--- config.mk ---
export PLATFORM = sky130hd
export DESIGN_NAME = radc_top
export DESIGN_NICKNAME = d
export VERILOG_FILES = /design/src/radc_pkg.sv /design/src/radc_diag_div.sv /design/src/radc_retry.sv /design/src/radc_top.sv
export VERILOG_INCLUDE_DIRS = /design/src
export SDC_FILE = /design/constraint.sdc
export NUM_CORES = 1
export LEC_CHECK = 0
export BUFFER_PORTS_ARGS = -buffer_cell sky130_fd_sc_hd__buf_4
export CORE_MARGIN = 2
export CORE_UTILIZATION = 35
export DETAILED_ROUTE_END_ITERATION = 10
export PLACE_DENSITY = 0.59
export SETUP_SLACK_MARGIN = 0.3
export SYNTH_ARGS = -nofsm -noshare
export SYNTH_HDL_FRONTEND = slang
export SYNTH_SLANG_ARGS = --single-unit
--- constraint.sdc ---
create_clock -name aclk -period 5 [get_ports aclk]
set_clock_uncertainty 0.15 [all_clocks]
set_input_delay 0.75 -clock aclk [delete_from_list [all_inputs] [get_ports aclk]]
set_output_delay 0.75 -clock aclk [all_outputs]
set_load 0.03 [all_outputs]
--- src/radc_cfg.svh ---
/*
 Register indices, field positions, reset values and response codes of the
 retry and line diagnosis control block.
 Assumes it is included by its bare name after the package is compiled.
*/
`ifndef RADC_CFG_SVH
`define RADC_CFG_SVH
`define RADC_IDX_TX_CTRL   4'h1
`define RADC_IDX_DIAG_CTRL 4'h2
`define RADC_IDX_OWN_CTRL  4'h8
`define RADC_IDX_OWN_STAT  4'h9
`define RADC_LIMIT_LSB     4
`define RADC_REV_LSB       1
`define RADC_KIND_BIT      0
`define RADC_DIV_LSB       4
`define RADC_MSEL_LSB      2
`define RADC_TXDIAG_BIT    1
`define RADC_DCLK_EN_BIT   0
`define RADC_PULSE_BIT     0
`define RADC_REARB_BIT     1
`define RADC_ST_RETRY_LSB  0
`define RADC_ST_REARB_BIT  4
`define RADC_ST_PROG_BIT   5
`define RADC_ST_LINE_LSB   6
`define RADC_ST_REVERR_BIT 8
`define RADC_LIMIT_RESET   4'h0
`define RADC_KIND_RESET    1'h0
`define RADC_DGC_RESET     8'h00
`define RADC_RESP_OKAY     2'h0
`define RADC_RESP_SLVERR   2'h2
`endif

--- src/radc_pkg.sv ---
/*
 Types shared by the retry and line diagnosis control block.
 Assumes nothing of its surroundings.
*/
package radc_pkg;
	// Receive line choice, coded as the two line select bits
	typedef enum logic [1:0] {
		RADC_SEL_DIFF = 2'b00,
		RADC_SEL_TWO  = 2'b01,
		RADC_SEL_ONE  = 2'b10,
		RADC_SEL_AUTO = 2'b11
	} radc_line_sel_e;
endpackage

--- src/radc_diag_div.sv ---
/*
 Diagnosis clock divider, stepped by timeslot ticks.
 Assumes timeslot_tick is a one-cycle pulse on aclk.
*/
`timescale 1ns/1ps
`default_nettype none
module radc_diag_div #(
	parameter int W = 4
) (
	input  wire logic         aclk,
	input  wire logic         aresetn,
	input  wire logic         timeslot_tick,
	input  wire logic         enable,
	input  wire logic [W-1:0] divide_sel,
	output logic              diag_tick,
	output logic              diag_clk
);
	logic [W-1:0] cnt_q;

	// Count timeslots, wrap after divide_sel plus one of them
	always_ff @(posedge aclk)
	begin
		if (!aresetn || !enable)
		begin
			cnt_q     <= '0;
			diag_tick <= 1'b0;
			diag_clk  <= 1'b0;
		end
		else
		begin
			diag_tick <= 1'b0;
			if (timeslot_tick)
			begin
				if (cnt_q >= divide_sel)
				begin
					cnt_q     <= '0;
					diag_tick <= 1'b1;
					diag_clk  <= ~diag_clk;
				end
				else
					cnt_q <= cnt_q + 1'b1;
			end
		end
	end
endmodule
`default_nettype wire

--- src/radc_retry.sv ---
/*
 Retry counter for frame transmission attempts.
 Assumes the frame engine pulses one attempt event per attempt end.
*/
`timescale 1ns/1ps
`default_nettype none
module radc_retry (
	input  wire logic       aclk,
	input  wire logic       aresetn,
	input  wire logic [3:0] retry_limit,
	input  wire logic       attempt_start,
	input  wire logic       attempt_error,
	input  wire logic       attempt_lost,
	input  wire logic       attempt_ok,
	input  wire logic       rearb_req,
	output logic [3:0]      retry_count,
	output logic [4:0]      attempt_total,
	output logic            retransmit,
	output logic            give_up,
	output logic            reselect,
	output logic            rearb_pending
);
	logic active_q;
	logic end_evt;
	logic limit_hit;
	logic resel_now;

	assign end_evt   = attempt_error | attempt_lost | attempt_ok;
	assign limit_hit = attempt_error && (retry_count >= retry_limit);
	assign resel_now = rearb_pending && (end_evt || !active_q);

	// Attempt in flight
	always_ff @(posedge aclk)
	begin
		if (!aresetn)
			active_q <= 1'b0;
		else if (attempt_start)
			active_q <= 1'b1;
		else if (end_evt)
			active_q <= 1'b0;
	end

	// Retry counter
	always_ff @(posedge aclk)
	begin
		if (!aresetn)
			retry_count <= 4'h0;
		else if (resel_now)
			retry_count <= 4'h0;
		else if (attempt_ok || limit_hit)
			retry_count <= 4'h0;
		else if (attempt_error)
			retry_count <= retry_count + 4'h1;
	end

	// Pulses to the frame engine; lost contention retries freely
	always_ff @(posedge aclk)
	begin
		if (!aresetn)
		begin
			retransmit <= 1'b0;
			give_up    <= 1'b0;
			reselect   <= 1'b0;
		end
		else
		begin
			retransmit <= !rearb_pending && (attempt_lost || (attempt_error && !limit_hit));
			give_up    <= !rearb_pending && limit_hit;
			reselect   <= resel_now;
		end
	end

	// Pending re-arbitration, request wins over completion
	always_ff @(posedge aclk)
	begin
		if (!aresetn)
			rearb_pending <= 1'b0;
		else if (rearb_req)
			rearb_pending <= 1'b1;
		else if (resel_now)
			rearb_pending <= 1'b0;
	end

	// Transmissions made so far, 16 meaning 16 or more
	always_ff @(posedge aclk)
	begin
		if (!aresetn)
			attempt_total <= 5'h01;
		else
			attempt_total <= {1'b0, retry_count} + 5'h01;
	end
endmodule
`default_nettype wire

--- src/radc_top.sv ---
/*
 Retry and line diagnosis control: AXI4-Lite register bank, retry counter,
 receive line selection, transmission-in-progress and diagnosis clock.
 Assumes the frame engine, timeslot tick and automatic line choice come
 from logic on aclk; the three line inputs are asynchronous pins.
*/
// Decided for this implementation: register access over AXI4-Lite.
// What this block does
// - Retry limit field bounds retransmissions after transmission errors.
// - Codes 0 to 14 give that many retries; code 15 gives 15, shown 16+.
// - Lost contention is no error; retry forever without using the limit.
// - Revision field holds a fixed code; software writes that code back.
// - Module kind one allows rank 0, rank 1 or rank 16 operation.
// - Module kind zero allows only rank 1 or rank 16, never rank 0.
// - Transmit control is read and write and loads its default on reset.
// - Diagnosis control is read and write and resets to zero.
// - Upper four diagnosis control bits set the diagnosis clock divider.
// - Diagnosis clock divider steps on timeslot ticks, not the raw clock.
// - Middle bits pick differential, second, first input or automatic.
// - Transmission diag enable one generates the in-progress signal.
// - In-progress signal tells diagnosis to check transmission while sending.
// - Lowest bit enables the diagnosis clock divider; zero disables it.
// - Re-arbitrate finishes the attempt, clears retries, reselects a message.
// - Pulsed coding uses only the differential input; diagnosis is off.
`include "radc_cfg.svh"
`timescale 1ns/1ps
`default_nettype none
module radc_top #(
	parameter int         ADDR_W   = 8,
	parameter logic [2:0] REVISION = 3'h6 // Arbitrary value
) (
	input  wire logic              aclk,
	input  wire logic              aresetn,
	input  wire logic [ADDR_W-1:0] s_axi_awaddr,
	input  wire logic              s_axi_awvalid,
	output logic                   s_axi_awready,
	input  wire logic [31:0]       s_axi_wdata,
	input  wire logic [3:0]        s_axi_wstrb,
	input  wire logic              s_axi_wvalid,
	output logic                   s_axi_wready,
	output logic [1:0]             s_axi_bresp,
	output logic                   s_axi_bvalid,
	input  wire logic              s_axi_bready,
	input  wire logic [ADDR_W-1:0] s_axi_araddr,
	input  wire logic              s_axi_arvalid,
	output logic                   s_axi_arready,
	output logic [31:0]            s_axi_rdata,
	output logic [1:0]             s_axi_rresp,
	output logic                   s_axi_rvalid,
	input  wire logic              s_axi_rready,
	input  wire logic              line_in_diff,
	input  wire logic              line_in_one,
	input  wire logic              line_in_two,
	input  wire logic [1:0]        auto_line_choice,
	input  wire logic              timeslot_tick,
	input  wire logic              tx_busy,
	input  wire logic              attempt_start,
	input  wire logic              attempt_error,
	input  wire logic              attempt_lost,
	input  wire logic              attempt_ok,
	output logic                   rx_data,
	output logic [1:0]             rx_line_used,
	output logic                   tx_in_progress,
	output logic                   diag_tick,
	output logic                   diag_clk,
	output logic                   diag_system_enable,
	output logic                   pulse_coding_sel,
	output logic                   rank0_allowed,
	output logic [3:0]             retry_limit,
	output logic [3:0]             retry_count,
	output logic [4:0]             attempt_total,
	output logic                   retransmit,
	output logic                   give_up,
	output logic                   reselect
);
	// Register state
	logic              module_kind_q;
	logic [3:0]        diag_clock_divider_q;
	logic              line_select_hi_q;
	logic              line_select_lo_q;
	logic              tx_diag_enable_q;
	logic              diag_clock_enable_q;
	logic              rev_err_q;
	logic              rearb_req_q;
	logic              rearb_pending;
	// Write channel holding
	logic              aw_held_q;
	logic              w_held_q;
	logic [ADDR_W-1:0] waddr_q;
	logic [31:0]       wdata_q;
	logic [3:0]        wstrb_q;
	logic              do_write;
	logic              wr_hit_txc;
	logic              wr_hit_dgc;
	logic              wr_hit_ctl;
	logic              wr_hit_sta;
	logic              wr_mapped;
	// Read path
	logic [31:0]       rd_word;
	logic              rd_mapped;
	// Line inputs
	logic [2:0]        line_raw;
	logic [2:0]        sync1_q;
	logic [2:0]        sync2_q;
	radc_pkg::radc_line_sel_e sel_eff;
	logic [1:0]        line_pick;

	// Address decode of a held write or a read address; words above the map are unmapped
	function automatic logic hit(input logic [ADDR_W-1:0] a, input logic [3:0] idx);
		hit = (a[ADDR_W-1:2] == {{(ADDR_W-6){1'b0}}, idx}) && (a[1:0] == 2'h0);
	endfunction

	assign wr_hit_txc = hit(waddr_q, `RADC_IDX_TX_CTRL);
	assign wr_hit_dgc = hit(waddr_q, `RADC_IDX_DIAG_CTRL);
	assign wr_hit_ctl = hit(waddr_q, `RADC_IDX_OWN_CTRL);
	assign wr_hit_sta = hit(waddr_q, `RADC_IDX_OWN_STAT);
	assign wr_mapped  = wr_hit_txc | wr_hit_dgc | wr_hit_ctl | wr_hit_sta;

	// Channel readies: one write and one read in flight
	assign s_axi_awready = !aw_held_q && !s_axi_bvalid;
	assign s_axi_wready  = !w_held_q && !s_axi_bvalid;
	assign s_axi_arready = !s_axi_rvalid;
	assign do_write      = aw_held_q && w_held_q;

	// Hold the write address until the data has come too
	always_ff @(posedge aclk)
	begin
		if (!aresetn)
		begin
			aw_held_q <= 1'b0;
			waddr_q   <= '0;
		end
		else if (s_axi_awvalid && s_axi_awready)
		begin
			aw_held_q <= 1'b1;
			waddr_q   <= s_axi_awaddr;
		end
		else if (do_write)
			aw_held_q <= 1'b0;
	end

	// Hold the write data until the address has come too
	always_ff @(posedge aclk)
	begin
		if (!aresetn)
		begin
			w_held_q <= 1'b0;
			wdata_q  <= 32'h0000_0000;
			wstrb_q  <= 4'h0;
		end
		else if (s_axi_wvalid && s_axi_wready)
		begin
			w_held_q <= 1'b1;
			wdata_q  <= s_axi_wdata;
			wstrb_q  <= s_axi_wstrb;
		end
		else if (do_write)
			w_held_q <= 1'b0;
	end

	// Write response, one cycle after both halves are held
	always_ff @(posedge aclk)
	begin
		if (!aresetn)
		begin
			s_axi_bvalid <= 1'b0;
			s_axi_bresp  <= `RADC_RESP_OKAY;
		end
		else if (do_write)
		begin
			s_axi_bvalid <= 1'b1;
			s_axi_bresp  <= wr_mapped ? `RADC_RESP_OKAY : `RADC_RESP_SLVERR;
		end
		else if (s_axi_bready)
			s_axi_bvalid <= 1'b0;
	end

	// Transmit control: retry limit and module kind, revision is fixed
	always_ff @(posedge aclk)
	begin
		if (!aresetn)
		begin
			retry_limit   <= `RADC_LIMIT_RESET;
			module_kind_q <= `RADC_KIND_RESET;
		end
		else if (do_write && wr_hit_txc && wstrb_q[0])
		begin
			retry_limit   <= wdata_q[`RADC_LIMIT_LSB +: 4];
			module_kind_q <= wdata_q[`RADC_KIND_BIT];
		end
	end

	// Sticky flag for a revision write other than the fixed code
	always_ff @(posedge aclk)
	begin
		if (!aresetn)
			rev_err_q <= 1'b0;
		else if (do_write && wr_hit_txc && wstrb_q[0]
			&& (wdata_q[`RADC_REV_LSB +: 3] != REVISION))
			rev_err_q <= 1'b1;
		else if (do_write && wr_hit_sta && wstrb_q[1] && wdata_q[`RADC_ST_REVERR_BIT])
			rev_err_q <= 1'b0;
	end

	// Diagnosis control fields
	always_ff @(posedge aclk)
	begin
		if (!aresetn)
		begin
			diag_clock_divider_q <= 4'(`RADC_DGC_RESET >> `RADC_DIV_LSB);
			line_select_hi_q     <= 1'b0;
			line_select_lo_q     <= 1'b0;
			tx_diag_enable_q     <= 1'b0;
			diag_clock_enable_q  <= 1'b0;
		end
		else if (do_write && wr_hit_dgc && wstrb_q[0])
		begin
			diag_clock_divider_q <= wdata_q[`RADC_DIV_LSB +: 4];
			line_select_hi_q     <= wdata_q[`RADC_MSEL_LSB + 1];
			line_select_lo_q     <= wdata_q[`RADC_MSEL_LSB];
			tx_diag_enable_q     <= wdata_q[`RADC_TXDIAG_BIT];
			diag_clock_enable_q  <= wdata_q[`RADC_DCLK_EN_BIT];
		end
	end

	// Own control: coding choice and the re-arbitrate strobe
	always_ff @(posedge aclk)
	begin
		if (!aresetn)
		begin
			pulse_coding_sel <= 1'b0;
			rearb_req_q      <= 1'b0;
		end
		else
		begin
			rearb_req_q <= do_write && wr_hit_ctl && wstrb_q[0] && wdata_q[`RADC_REARB_BIT];
			if (do_write && wr_hit_ctl && wstrb_q[0])
				pulse_coding_sel <= wdata_q[`RADC_PULSE_BIT];
		end
	end

	// Read word of the addressed register
	always_comb
	begin
		rd_word   = 32'h0000_0000;
		rd_mapped = 1'b1;
		if (hit(s_axi_araddr, `RADC_IDX_TX_CTRL))
		begin
			rd_word[`RADC_LIMIT_LSB +: 4] = retry_limit;
			rd_word[`RADC_REV_LSB +: 3]   = REVISION;
			rd_word[`RADC_KIND_BIT]       = module_kind_q;
		end
		else if (hit(s_axi_araddr, `RADC_IDX_DIAG_CTRL))
		begin
			rd_word[`RADC_DIV_LSB +: 4]   = diag_clock_divider_q;
			rd_word[`RADC_MSEL_LSB + 1]   = line_select_hi_q;
			rd_word[`RADC_MSEL_LSB]       = line_select_lo_q;
			rd_word[`RADC_TXDIAG_BIT]     = tx_diag_enable_q;
			rd_word[`RADC_DCLK_EN_BIT]    = diag_clock_enable_q;
		end
		else if (hit(s_axi_araddr, `RADC_IDX_OWN_CTRL))
			rd_word[`RADC_PULSE_BIT] = pulse_coding_sel;
		else if (hit(s_axi_araddr, `RADC_IDX_OWN_STAT))
		begin
			rd_word[`RADC_ST_RETRY_LSB +: 4] = retry_count;
			rd_word[`RADC_ST_REARB_BIT]      = rearb_pending;
			rd_word[`RADC_ST_PROG_BIT]       = tx_in_progress;
			rd_word[`RADC_ST_LINE_LSB +: 2]  = rx_line_used;
			rd_word[`RADC_ST_REVERR_BIT]     = rev_err_q;
		end
		else
			rd_mapped = 1'b0;
	end

	// Read data channel, answer one cycle after the address
	always_ff @(posedge aclk)
	begin
		if (!aresetn)
		begin
			s_axi_rvalid <= 1'b0;
			s_axi_rdata  <= 32'h0000_0000;
			s_axi_rresp  <= `RADC_RESP_OKAY;
		end
		else if (s_axi_arvalid && s_axi_arready)
		begin
			s_axi_rvalid <= 1'b1;
			s_axi_rdata  <= rd_word;
			s_axi_rresp  <= rd_mapped ? `RADC_RESP_OKAY : `RADC_RESP_SLVERR;
		end
		else if (s_axi_rready)
			s_axi_rvalid <= 1'b0;
	end

	// Two-flop synchronisers for the three line inputs
	assign line_raw = {line_in_two, line_in_one, line_in_diff};
	generate
		for (genvar i = 0; i < 3; i++)
		begin : g_sync
			always_ff @(posedge aclk)
			begin
				if (!aresetn)
				begin
					sync1_q[i] <= 1'b1; // Recessive idle level
					sync2_q[i] <= 1'b1;
				end
				else
				begin
					sync1_q[i] <= line_raw[i];
					sync2_q[i] <= sync1_q[i];
				end
			end
		end
	endgenerate

	// Effective line choice; pulsed coding forces the differential input
	always_comb
	begin
		if (pulse_coding_sel)
			sel_eff = radc_pkg::RADC_SEL_DIFF;
		else
			sel_eff = radc_pkg::radc_line_sel_e'({line_select_hi_q, line_select_lo_q});
		unique case (sel_eff)
			radc_pkg::RADC_SEL_DIFF: line_pick = 2'h0;
			radc_pkg::RADC_SEL_TWO:  line_pick = 2'h2;
			radc_pkg::RADC_SEL_ONE:  line_pick = 2'h1;
			radc_pkg::RADC_SEL_AUTO: line_pick = (auto_line_choice == 2'h3) ? 2'h0
				: auto_line_choice;
		endcase
	end

	// Registered receive data and the index of the line in use
	always_ff @(posedge aclk)
	begin
		if (!aresetn)
		begin
			rx_data      <= 1'b1;
			rx_line_used <= 2'h0;
		end
		else
		begin
			rx_data      <= sync2_q[line_pick];
			rx_line_used <= line_pick;
		end
	end

	// Transmission in progress for the diagnosis system
	always_ff @(posedge aclk)
	begin
		if (!aresetn)
			tx_in_progress <= 1'b0;
		else
			tx_in_progress <= tx_diag_enable_q && tx_busy && !pulse_coding_sel;
	end

	// Diagnosis runs only under normal coding; rank 0 only with module kind one
	always_ff @(posedge aclk)
	begin
		if (!aresetn)
		begin
			diag_system_enable <= 1'b0;
			rank0_allowed      <= 1'b0;
		end
		else
		begin
			diag_system_enable <= !pulse_coding_sel;
			rank0_allowed      <= module_kind_q;
		end
	end

	// Diagnosis clock divider on timeslot ticks
	radc_diag_div #(
		.W(4)
	) u_div (
		.aclk          (aclk),
		.aresetn       (aresetn),
		.timeslot_tick (timeslot_tick),
		.enable        (diag_clock_enable_q && !pulse_coding_sel),
		.divide_sel    (diag_clock_divider_q),
		.diag_tick     (diag_tick),
		.diag_clk      (diag_clk)
	);

	// Retry counter and re-arbitration
	radc_retry u_retry (
		.aclk          (aclk),
		.aresetn       (aresetn),
		.retry_limit   (retry_limit),
		.attempt_start (attempt_start),
		.attempt_error (attempt_error),
		.attempt_lost  (attempt_lost),
		.attempt_ok    (attempt_ok),
		.rearb_req     (rearb_req_q),
		.retry_count   (retry_count),
		.attempt_total (attempt_total),
		.retransmit    (retransmit),
		.give_up       (give_up),
		.reselect      (reselect),
		.rearb_pending (rearb_pending)
	);
endmodule
`default_nettype wire

* Word-level counts from Yosys, hierarchy flattened
Index checks and enable logic that the tools add are counted.
W data, S select, Z words.
** Storage, ports and cells
- Flip-flop bits (word level) :: 84
- Input bits :: 70
- Output and inout bits :: 66
- Logic and storage cells :: 161
** Cells by class
- Add/sub/neg operators :: 3
- Magnitude comparators :: 3
- Equality and inequality tests :: 13
- Mux-type cells :: 33
- Bitwise operators :: 8
- Reductions and logical operators :: 60
** Operators by type and width (count)
- $logic_and A1 B1 Y1 :: 33
- $eq A6 B4 Y1 const B :: 4
- $mux W8 :: 3
- $mux W1 :: 22
- $reduce_bool A2 Y1 :: 7
- $eq A6 B1 Y1 const B :: 2
- $eq A6 B2 Y1 const B :: 2
- $logic_not A1 Y1 :: 10
- $mux W9 :: 1
- $add A4 B1 Y4 const B :: 2
- $ge A4 B4 Y1 :: 2
- $mux W2 :: 4
- $pmux W2 S4 :: 1
- $eq A2 B2 Y1 const B :: 3
- $logic_not A2 Y1 :: 3
- $add A4 B1 Y5 const B :: 1
- $or A1 B1 Y1 :: 5
- $logic_or A1 B1 Y1 :: 4
- $mux W4 :: 1
- $lt A2 B3 Y1 const B :: 1
- $ne A3 B3 Y1 const B :: 1
- $not A1 Y1 :: 3
- $reduce_or A3 Y1 :: 1
- $bmux W1 S2 :: 1
- other kinds (3) :: 3

* Logic depth before layout (Yosys ltp)
Gate-level depths: netlist of run 1.
- Word-level depth :: 7
- Depth in mapped cells :: 6
- Mapped depth without buffers :: 6

* Cells and area by module
A second synthesis of run 1 with hierarchy kept.
** Unflattened totals
- Cells, all modules :: 414
- Area total of the unflattened synthesis :: 3819.9 um^2
** By module, submodules not included
- radc_top :: instances 1, cells an instance 303, area each 2765.2 um^2, sequential area each 1241.2 um^2
- radc_retry :: instances 1, cells an instance 69, area each 665.6 um^2, sequential area each 280.3 um^2
- radc_diag_div :: instances 1, cells an instance 42, area each 389.1 um^2, sequential area each 120.1 um^2

* Worst setup path after synthesis of run 1
OpenSTA, ideal clock, no wires.
- Kind :: register to register
- From :: reg u_retry.retry_count[0]
- To :: reg u_retry.give_up
- Setup time :: 115 ps
- Arrival :: 1790 ps
- Required time :: 4735 ps
- Path slack :: 2945 ps
- Cell stages (with the launch flop) :: 7
- Buffers on the path :: 0
- Period minus slack after synthesis :: 2055 ps
- Cells stage by stage :: dfxtp_1 -> inv_1 -> ha_1 -> nand2b_1 -> a2111oi_1 -> nor2_1 -> and3_1
** On the way
- Cells in the longest elaborated chain, start to end :: 3
** RTL lines
- start, declared :: line radc_retry.sv:16 : output logic [3:0] retry_count,
- start signal, assigned :: line radc_retry.sv:53 : retry_count <= retry_count + 4'h1;
- $ge A4 B4 Y1 :: line radc_retry.sv:29 : assign limit_hit = attempt_error && (retry_count >= retry_limit);
- $logic_and A1 B1 Y1 :: line radc_retry.sv:29
- $logic_and A1 B1 Y1 :: line radc_retry.sv:68 : give_up <= !rearb_pending && limit_hit;
- end signal, assigned :: line radc_retry.sv:68
- end, declared :: line radc_retry.sv:19 : output logic give_up,
No other way between the ends.
A chain may end at the register's enable or synchronous reset.

* Final worst setup path of run 1
Ends and elaborated chain as after synthesis.

==> results of run 1 <==
==> path summary, 6_finish.rpt <==
check	from	to
hold reg to reg	sync1_q[0]	sync2_q[0]
setup reg to reg	u_retry.retry_count[0]	u_retry.give_up
hold / removal	sync1_q[0]	sync2_q[0]
setup / recovery	u_retry.retry_count[0]	u_retry.give_up
==> worst max-delay path: stages (launching register included) <==
cell       delay (ns)
dfxtp_1          0.53
inv_1            0.08
ha_1             0.27
nand2b_1         0.14
a2111oi_1        0.50
nor2_1           0.13
and3_1           0.20
==> per-layer routing <==
| metal | GRT usage (%) | vias to the layer above | wire length (um) |
|---|---|---|---|
| li1 | - | 1517 | - |
| met1 | 18.4 | 1300 | 3780 |
| met2 | 23.8 | 62 | 3830 |
| met3 | 2.92 | 12 | 322 |
| met4 | 5.84 | 0 | 136 |
| met5 | 0 | - | 0 |
==> registers in the layout (all words and copies together) (netlist names), 2 cells and up <==
name / cells
sync2_q: 3
wstrb_q: 2
sync1_q: 3
s_axi_rdata: 9
waddr_q: 8
u_retry.retry_count: 4
u_div.cnt_q: 4
diag_clock_divider_q: 4
rx_line_used: 2
u_retry.attempt_total: 5
retry_limit: 4
wdata_q: 9
==> cell type report <==
class | instances | area [um^2] | area share [%]
multi-input cells | 307 | 1880 | 41.3
clock inverters | 7 | 60.1 | 1.32
inverters | 12 | 45.0 | 0.988
well taps | 136 | 170 | 3.73
clock buffers | 9 | 124 | 2.72
repair buffers | 85 | 638 | 14.0
flip-flops and latches | 82 | 1640 | 36.0
==> through the flow <==
stage	utilization, %	cell area (um^2)	power, uW	setup slack, ns	hold WS (ns)
2_1_floorplan	-	3820	811	2.94	0.236
3_3_place_gp	42.4	4380	846	2.83	0.240
3_5_place_dp	42.4	4380	848	2.78	0.244
4_1_cts	44.2	4560	1300	2.86	0.266
5_1_grt	44.2	4560	1340	2.66	0.288
6_report	44.2	4560	1280	2.89	0.264
==> cells by family after synthesis <==
family	Yosys count	synth area share (%)
muxes	21	5.67
other	1	0.101
xor gates and xnor gates	9	2.11
and+or+nand+nor	178	25.0
buffers and inverters	52	7.95
DFF	82	44.0
adders and majority gates	10	3.35
AOI/OAI and AO/OA	64	11.8
==> where the power goes <==
part	total (uW)	switching [uW]	leakage, uW	internal [uW]
combinational	146	89.2	0.00122	56.9
sequential	686	14.7	0.000668	671
clock	453	265	0.0000844	188
total	1280	369	0.00197	916
==> placed cells by master (no fill, tap or decap), drive strengths merged, types with 4 or more instances in the layout <==
cell type / n
a21boi: 22
a21oi: 10
and2: 11
buf: 85
clkbuf: 9
conb: 25
dfxtp: 82
ha: 10
inv: 15
mux2i: 20
nand2: 63
nand2b: 21
nand3: 13
nor2: 27
nor2b: 19
nor3b: 4
o21ai: 13
xor2: 6
==> results.toml, run 1 <==
[yosys]
synth_flop_cell = "dfxtp_1"
yosysWarnings = 0
ys_seq_area_share_pct = 44.0
synth_area_leaders = "dfxtp_1 44%, nand2_1 6.3%, mux2i_1 5.4%"
synthDistinctLibCells = 50
ys_top_cells_by_count = "82 x dfxtp_1, 63 x nand2_1, 27 x nor2_1"
yosysTopAreaCell = "dfxtp_1"
async_flop_share_pct = 0
synthCells = 417
synth_edf_count = 0
synth.most_common_cell = "dfxtp_1"
netlist_area_um2 = 3730
synth_top_area_share_pct = 44.0
ys_seq_elements = 82
syn_area_per_cell_um2 = 8.94

[route]
drcViolationCount = 0
wl_per_cell_um = 12.7
first_pass_iters = 5
vias_per_cell = 4.53
drt-total-wl_mm = 8.07
via_count = 2891
ant_nets = 0
drt_iter0_markers = 141

[clock_tree]
cts_tree = "built"
cts.sinks = 82
cts.clk_slew.worst_paths_ns = 0.09
cts_buffers = 9
clk_latency_ns = 0.37
cts_buffer_depth = 2
post-cts-setup-buffers = 0
cts_resized = 0
cts_root_buf = "clkbuf_8"
cts-htree-levels = 3
ctsHoldBuffers = 0

[timing]
relSlewSlack_pct = 57.7
hold_viol = 0
setup_viol = 0
slew_violations = 0
grt_setup_unrepaired = "no"
fmax_mhz = 475
setup_tns_ns = 0
worst-slew-pin-transition_ns = 0.634
layout_min_cycle_time_ns = 2.11
period_share_pct = 42.1

[critical_path]
end_kind = "flip-flop"
rrSetupSlack_ns = 2.89
crit_required_ns = 5.11
reg2reg_depth = 6
cp_max_fo = 8
crit_type = "reg2reg"
startpoint_type = "flip-flop"
worstPathArrival_ns = 2.22

[floorplanning]
die_x_um = 107
rows = 37
start_util_pct = 36.1
core_area_um2 = 10300
dieArea_um2 = 11500
die_h_um = 107
ioPinCount = 136

[global_routing]
grt_pass1_wl_mm = 13.0
grt_pass1_vias = 2694
track_usage_pct = 14.4
grt_overflow = 0
grt_max_degree = 75
antenna_found_initial = 0

[pwr]
irDropWorstVdd_v = 0.000111
power.leakage_uw = 0.00197
p_per_area_nw_per_um2 = 282

[cells_and_area]
final_cells = 638
final_layout_size_suffix_gt1_share_pct = 22.3
antenna_cells = 0
fin_nets = 577
area_delta_synth_final_pct = 22.3
num-fill-cells = 1055

[placed_design]
dp_hpwl_mm = 6.02
portBuffers = 85
placed_cells = 622
gp_congestion = 0.780

[worst_hold_path]
hold_class = "reg2reg"
hold_depth = 1

[flow_run]
cap_violations = 0

[run_status]
status = "finished, final reports clean"
Power figures use the tool's default switching activity.
==> inputs of run 2 (changes only) <==
clock period = 2.1 ns   (was 5 ns; I/O delays follow)
==> run 2 against run 1 <==
Cell count is 0.94% higher; worst hold slack worse by 0.24 ns; clock-buffer cell count rose by 1; routed wire length up 3.5%; critical endpoint is now u_div.diag_clk; largest cell class unchanged.
==> results.toml, run 2 (synthesis gave the netlist of run 1 again) <==
[route]
via_count = 2966
wl_per_cell_um = 13.0
drt_iter0_markers = 119
first_pass_iters = 4
vias_per_cell = 4.61
drt-total-wl_mm = 8.35
ant_nets = 0
drcViolationCount = 0

[worst_hold_path]
min_from = "attempt_start"
hold_end = "u_retry.active_q"
hold_class = "in2reg"
hold_depth = 2

[clock_tree]
cts.clk_slew.worst_paths_ns = 0.08
cts-htree-levels = 3
clk_latency_ns = 0.35
cts_buffer_depth = 2
cts.sinks = 82
cts_tree = "built"
cts_buffers = 9
cts_root_buf = "clkbuf_8"

[run_status]
status = "finished, final reports clean"

[pwr]
irDropWorstVdd_v = 0.000295
p_per_area_nw_per_um2 = 713
power.leakage_uw = 0.00204

[timing]
period_share_pct = 83.6
hold_viol = 0
layout_setup_ws_ns = 0.344
setup_viol = 0
slew_violations = 0
setup_tns_ns = 0
layout_min_cycle_time_ns = 1.76
fmax_mhz = 570
grt_setup_unrepaired = "yes"

[global_routing]
busiest_layer = "met2"
gr-usage-met1_pct = 19.6
grt_max_degree = 43
track_usage_pct = 14.8
antenna_found_initial = 0
grtUsageMet2_pct = 23.8
use_met3_pct = 2.67
grt_pass1_wl_mm = 13.4
grt_overflow = 0
grt_pass1_vias = 2803

[cells_and_area]
fin_nets = 583
largest_registers = "s_axi_rdata (9), wdata_q (9), waddr_q (8)"
layout_common_cells = "87 x buf_4, 76 x dfxtp_1, 63 x nand2_1"
final_layout_size_suffix_gt1_share_pct = 24.2
final_common_cell = "buf_4"
area_delta_synth_final_pct = 26.8
antenna_cells = 0

[critical_path]
r2r_end = "u_div.diag_clk"
slowest_delay_ns = 0.35
reg2reg_depth = 6
cp_max_fo = 4
crit_type = "reg2reg"
end_kind = "flip-flop"
cp_num_buf_inv = 1
crit_chain = "inv_1, ha_1, a21o_1, a31oi_4, nor2_1, a311o_1"
critPathSlowestCell = "dfxtp_2"
timing.rr.start = "diag_clock_divider_q[2]"
startpoint_type = "flip-flop"
worstPathArrival_ns = 1.85
crit_required_ns = 2.19
cpLargestDelayFamily = "compound AO/OA/AOI/OAI gates"
rrSetupSlack_ns = 0.34

[floorplanning]
start_util_pct = 36.1
core_area_um2 = 10300
dieArea_um2 = 11500
die_x_um = 107
die_h_um = 107
ioPinCount = 136
rows = 37

[placed_design]
gp_congestion = 0.817
portBuffers = 85
post-place-ws_ns = 0.262
dp_hpwl_mm = 6.08

[flow_run]
cap_violations = 0
## run 2: cell count changes in the layout (fill, tap and decap cells not counted), sizes merged
cell and delta:
buf +3, bufinv +3, clkbuf +1, clkinv -1, clkinvlp -2, dlygate4sd3 +3
inv -1
## run 2: timing repair
item | 4_1_cts | 5_1_grt
hold buffers | 3 | 0
endpoints found under the hold margin | 3 | 0
pin swaps | 0 | 2
resized for setup | 3 | 5
setup buffers | 1 | 0
endpoints found under the setup margin | 11 | 7
gates cloned | 0 | 0
## run 2: worst max path at each step
stage | from | endpoint | slack, ns | cells after the start
6_report | diag_clock_divider_q[2] | u_div.diag_clk | 0.34 | 6
5_1_grt | diag_clock_divider_q[2] | u_div.diag_clk | 0.29 | 6
4_1_cts | diag_clock_divider_q[2] | u_div.diag_clk | 0.31 | 6
3_5_place_dp | u_retry.retry_count[0] | u_retry.give_up | 0.26 | 6
3_3_place_gp | u_retry.retry_count[0] | u_retry.give_up | 0.29 | 6
2_1_floorplan | u_retry.retry_count[0] | u_retry.give_up | 0.32 | 6
## run 2: layout make-up
class                   instances  area, um^2
multi-input cells             307        1920
clock buffers                  10         128
well taps                     136         170
clock inverters                 6         113
flip-flops and latches         82        1650
fillers                      1016        5590
inverters                      12        45.0
repair buffers                 91         703
## run 2: per-layer routing
metal	wire (um)	part of all wire, %	vias up
li1	-	-	1515
met1	3930	47	1351
met2	3880	46	93
met3	435	5.2	7
met4	106	1.3	0
met5	0	0	-
## run 2: power by group
group          internal (uW)  leakage, uW  switching (uW)
Clock                    796     0.000117             582
Sequential              1600     0.000671            34.7
Combinational            145      0.00125             218
Total                   2540      0.00204             834
## run 2: worst register-to-register path: stages (launching register included)
cell and delay (ns):
dfxtp_2 0.35, inv_1 0.05, ha_1 0.34, a21o_1 0.23
a31oi_4 0.19, nor2_1 0.08, a311o_1 0.27
## run 2: metrics by stage
step | hold slack, ns | cell area (um^2) | cells | power (uW) | utilization, %
6_report | 0.0252 | 4730 | 644 | 3370 | 45.8
5_1_grt | 0.0180 | 4730 | 644 | 3520 | 45.8
4_1_cts | 0.0139 | 4720 | 644 | 3400 | 45.7
3_5_place_dp | 0.244 | 4410 | 624 | 2030 | 42.8
2_1_floorplan | 0.236 | 3830 | 441 | 1930 | -
3_3_place_gp | 0.242 | 4410 | 624 | 2020 | 42.8
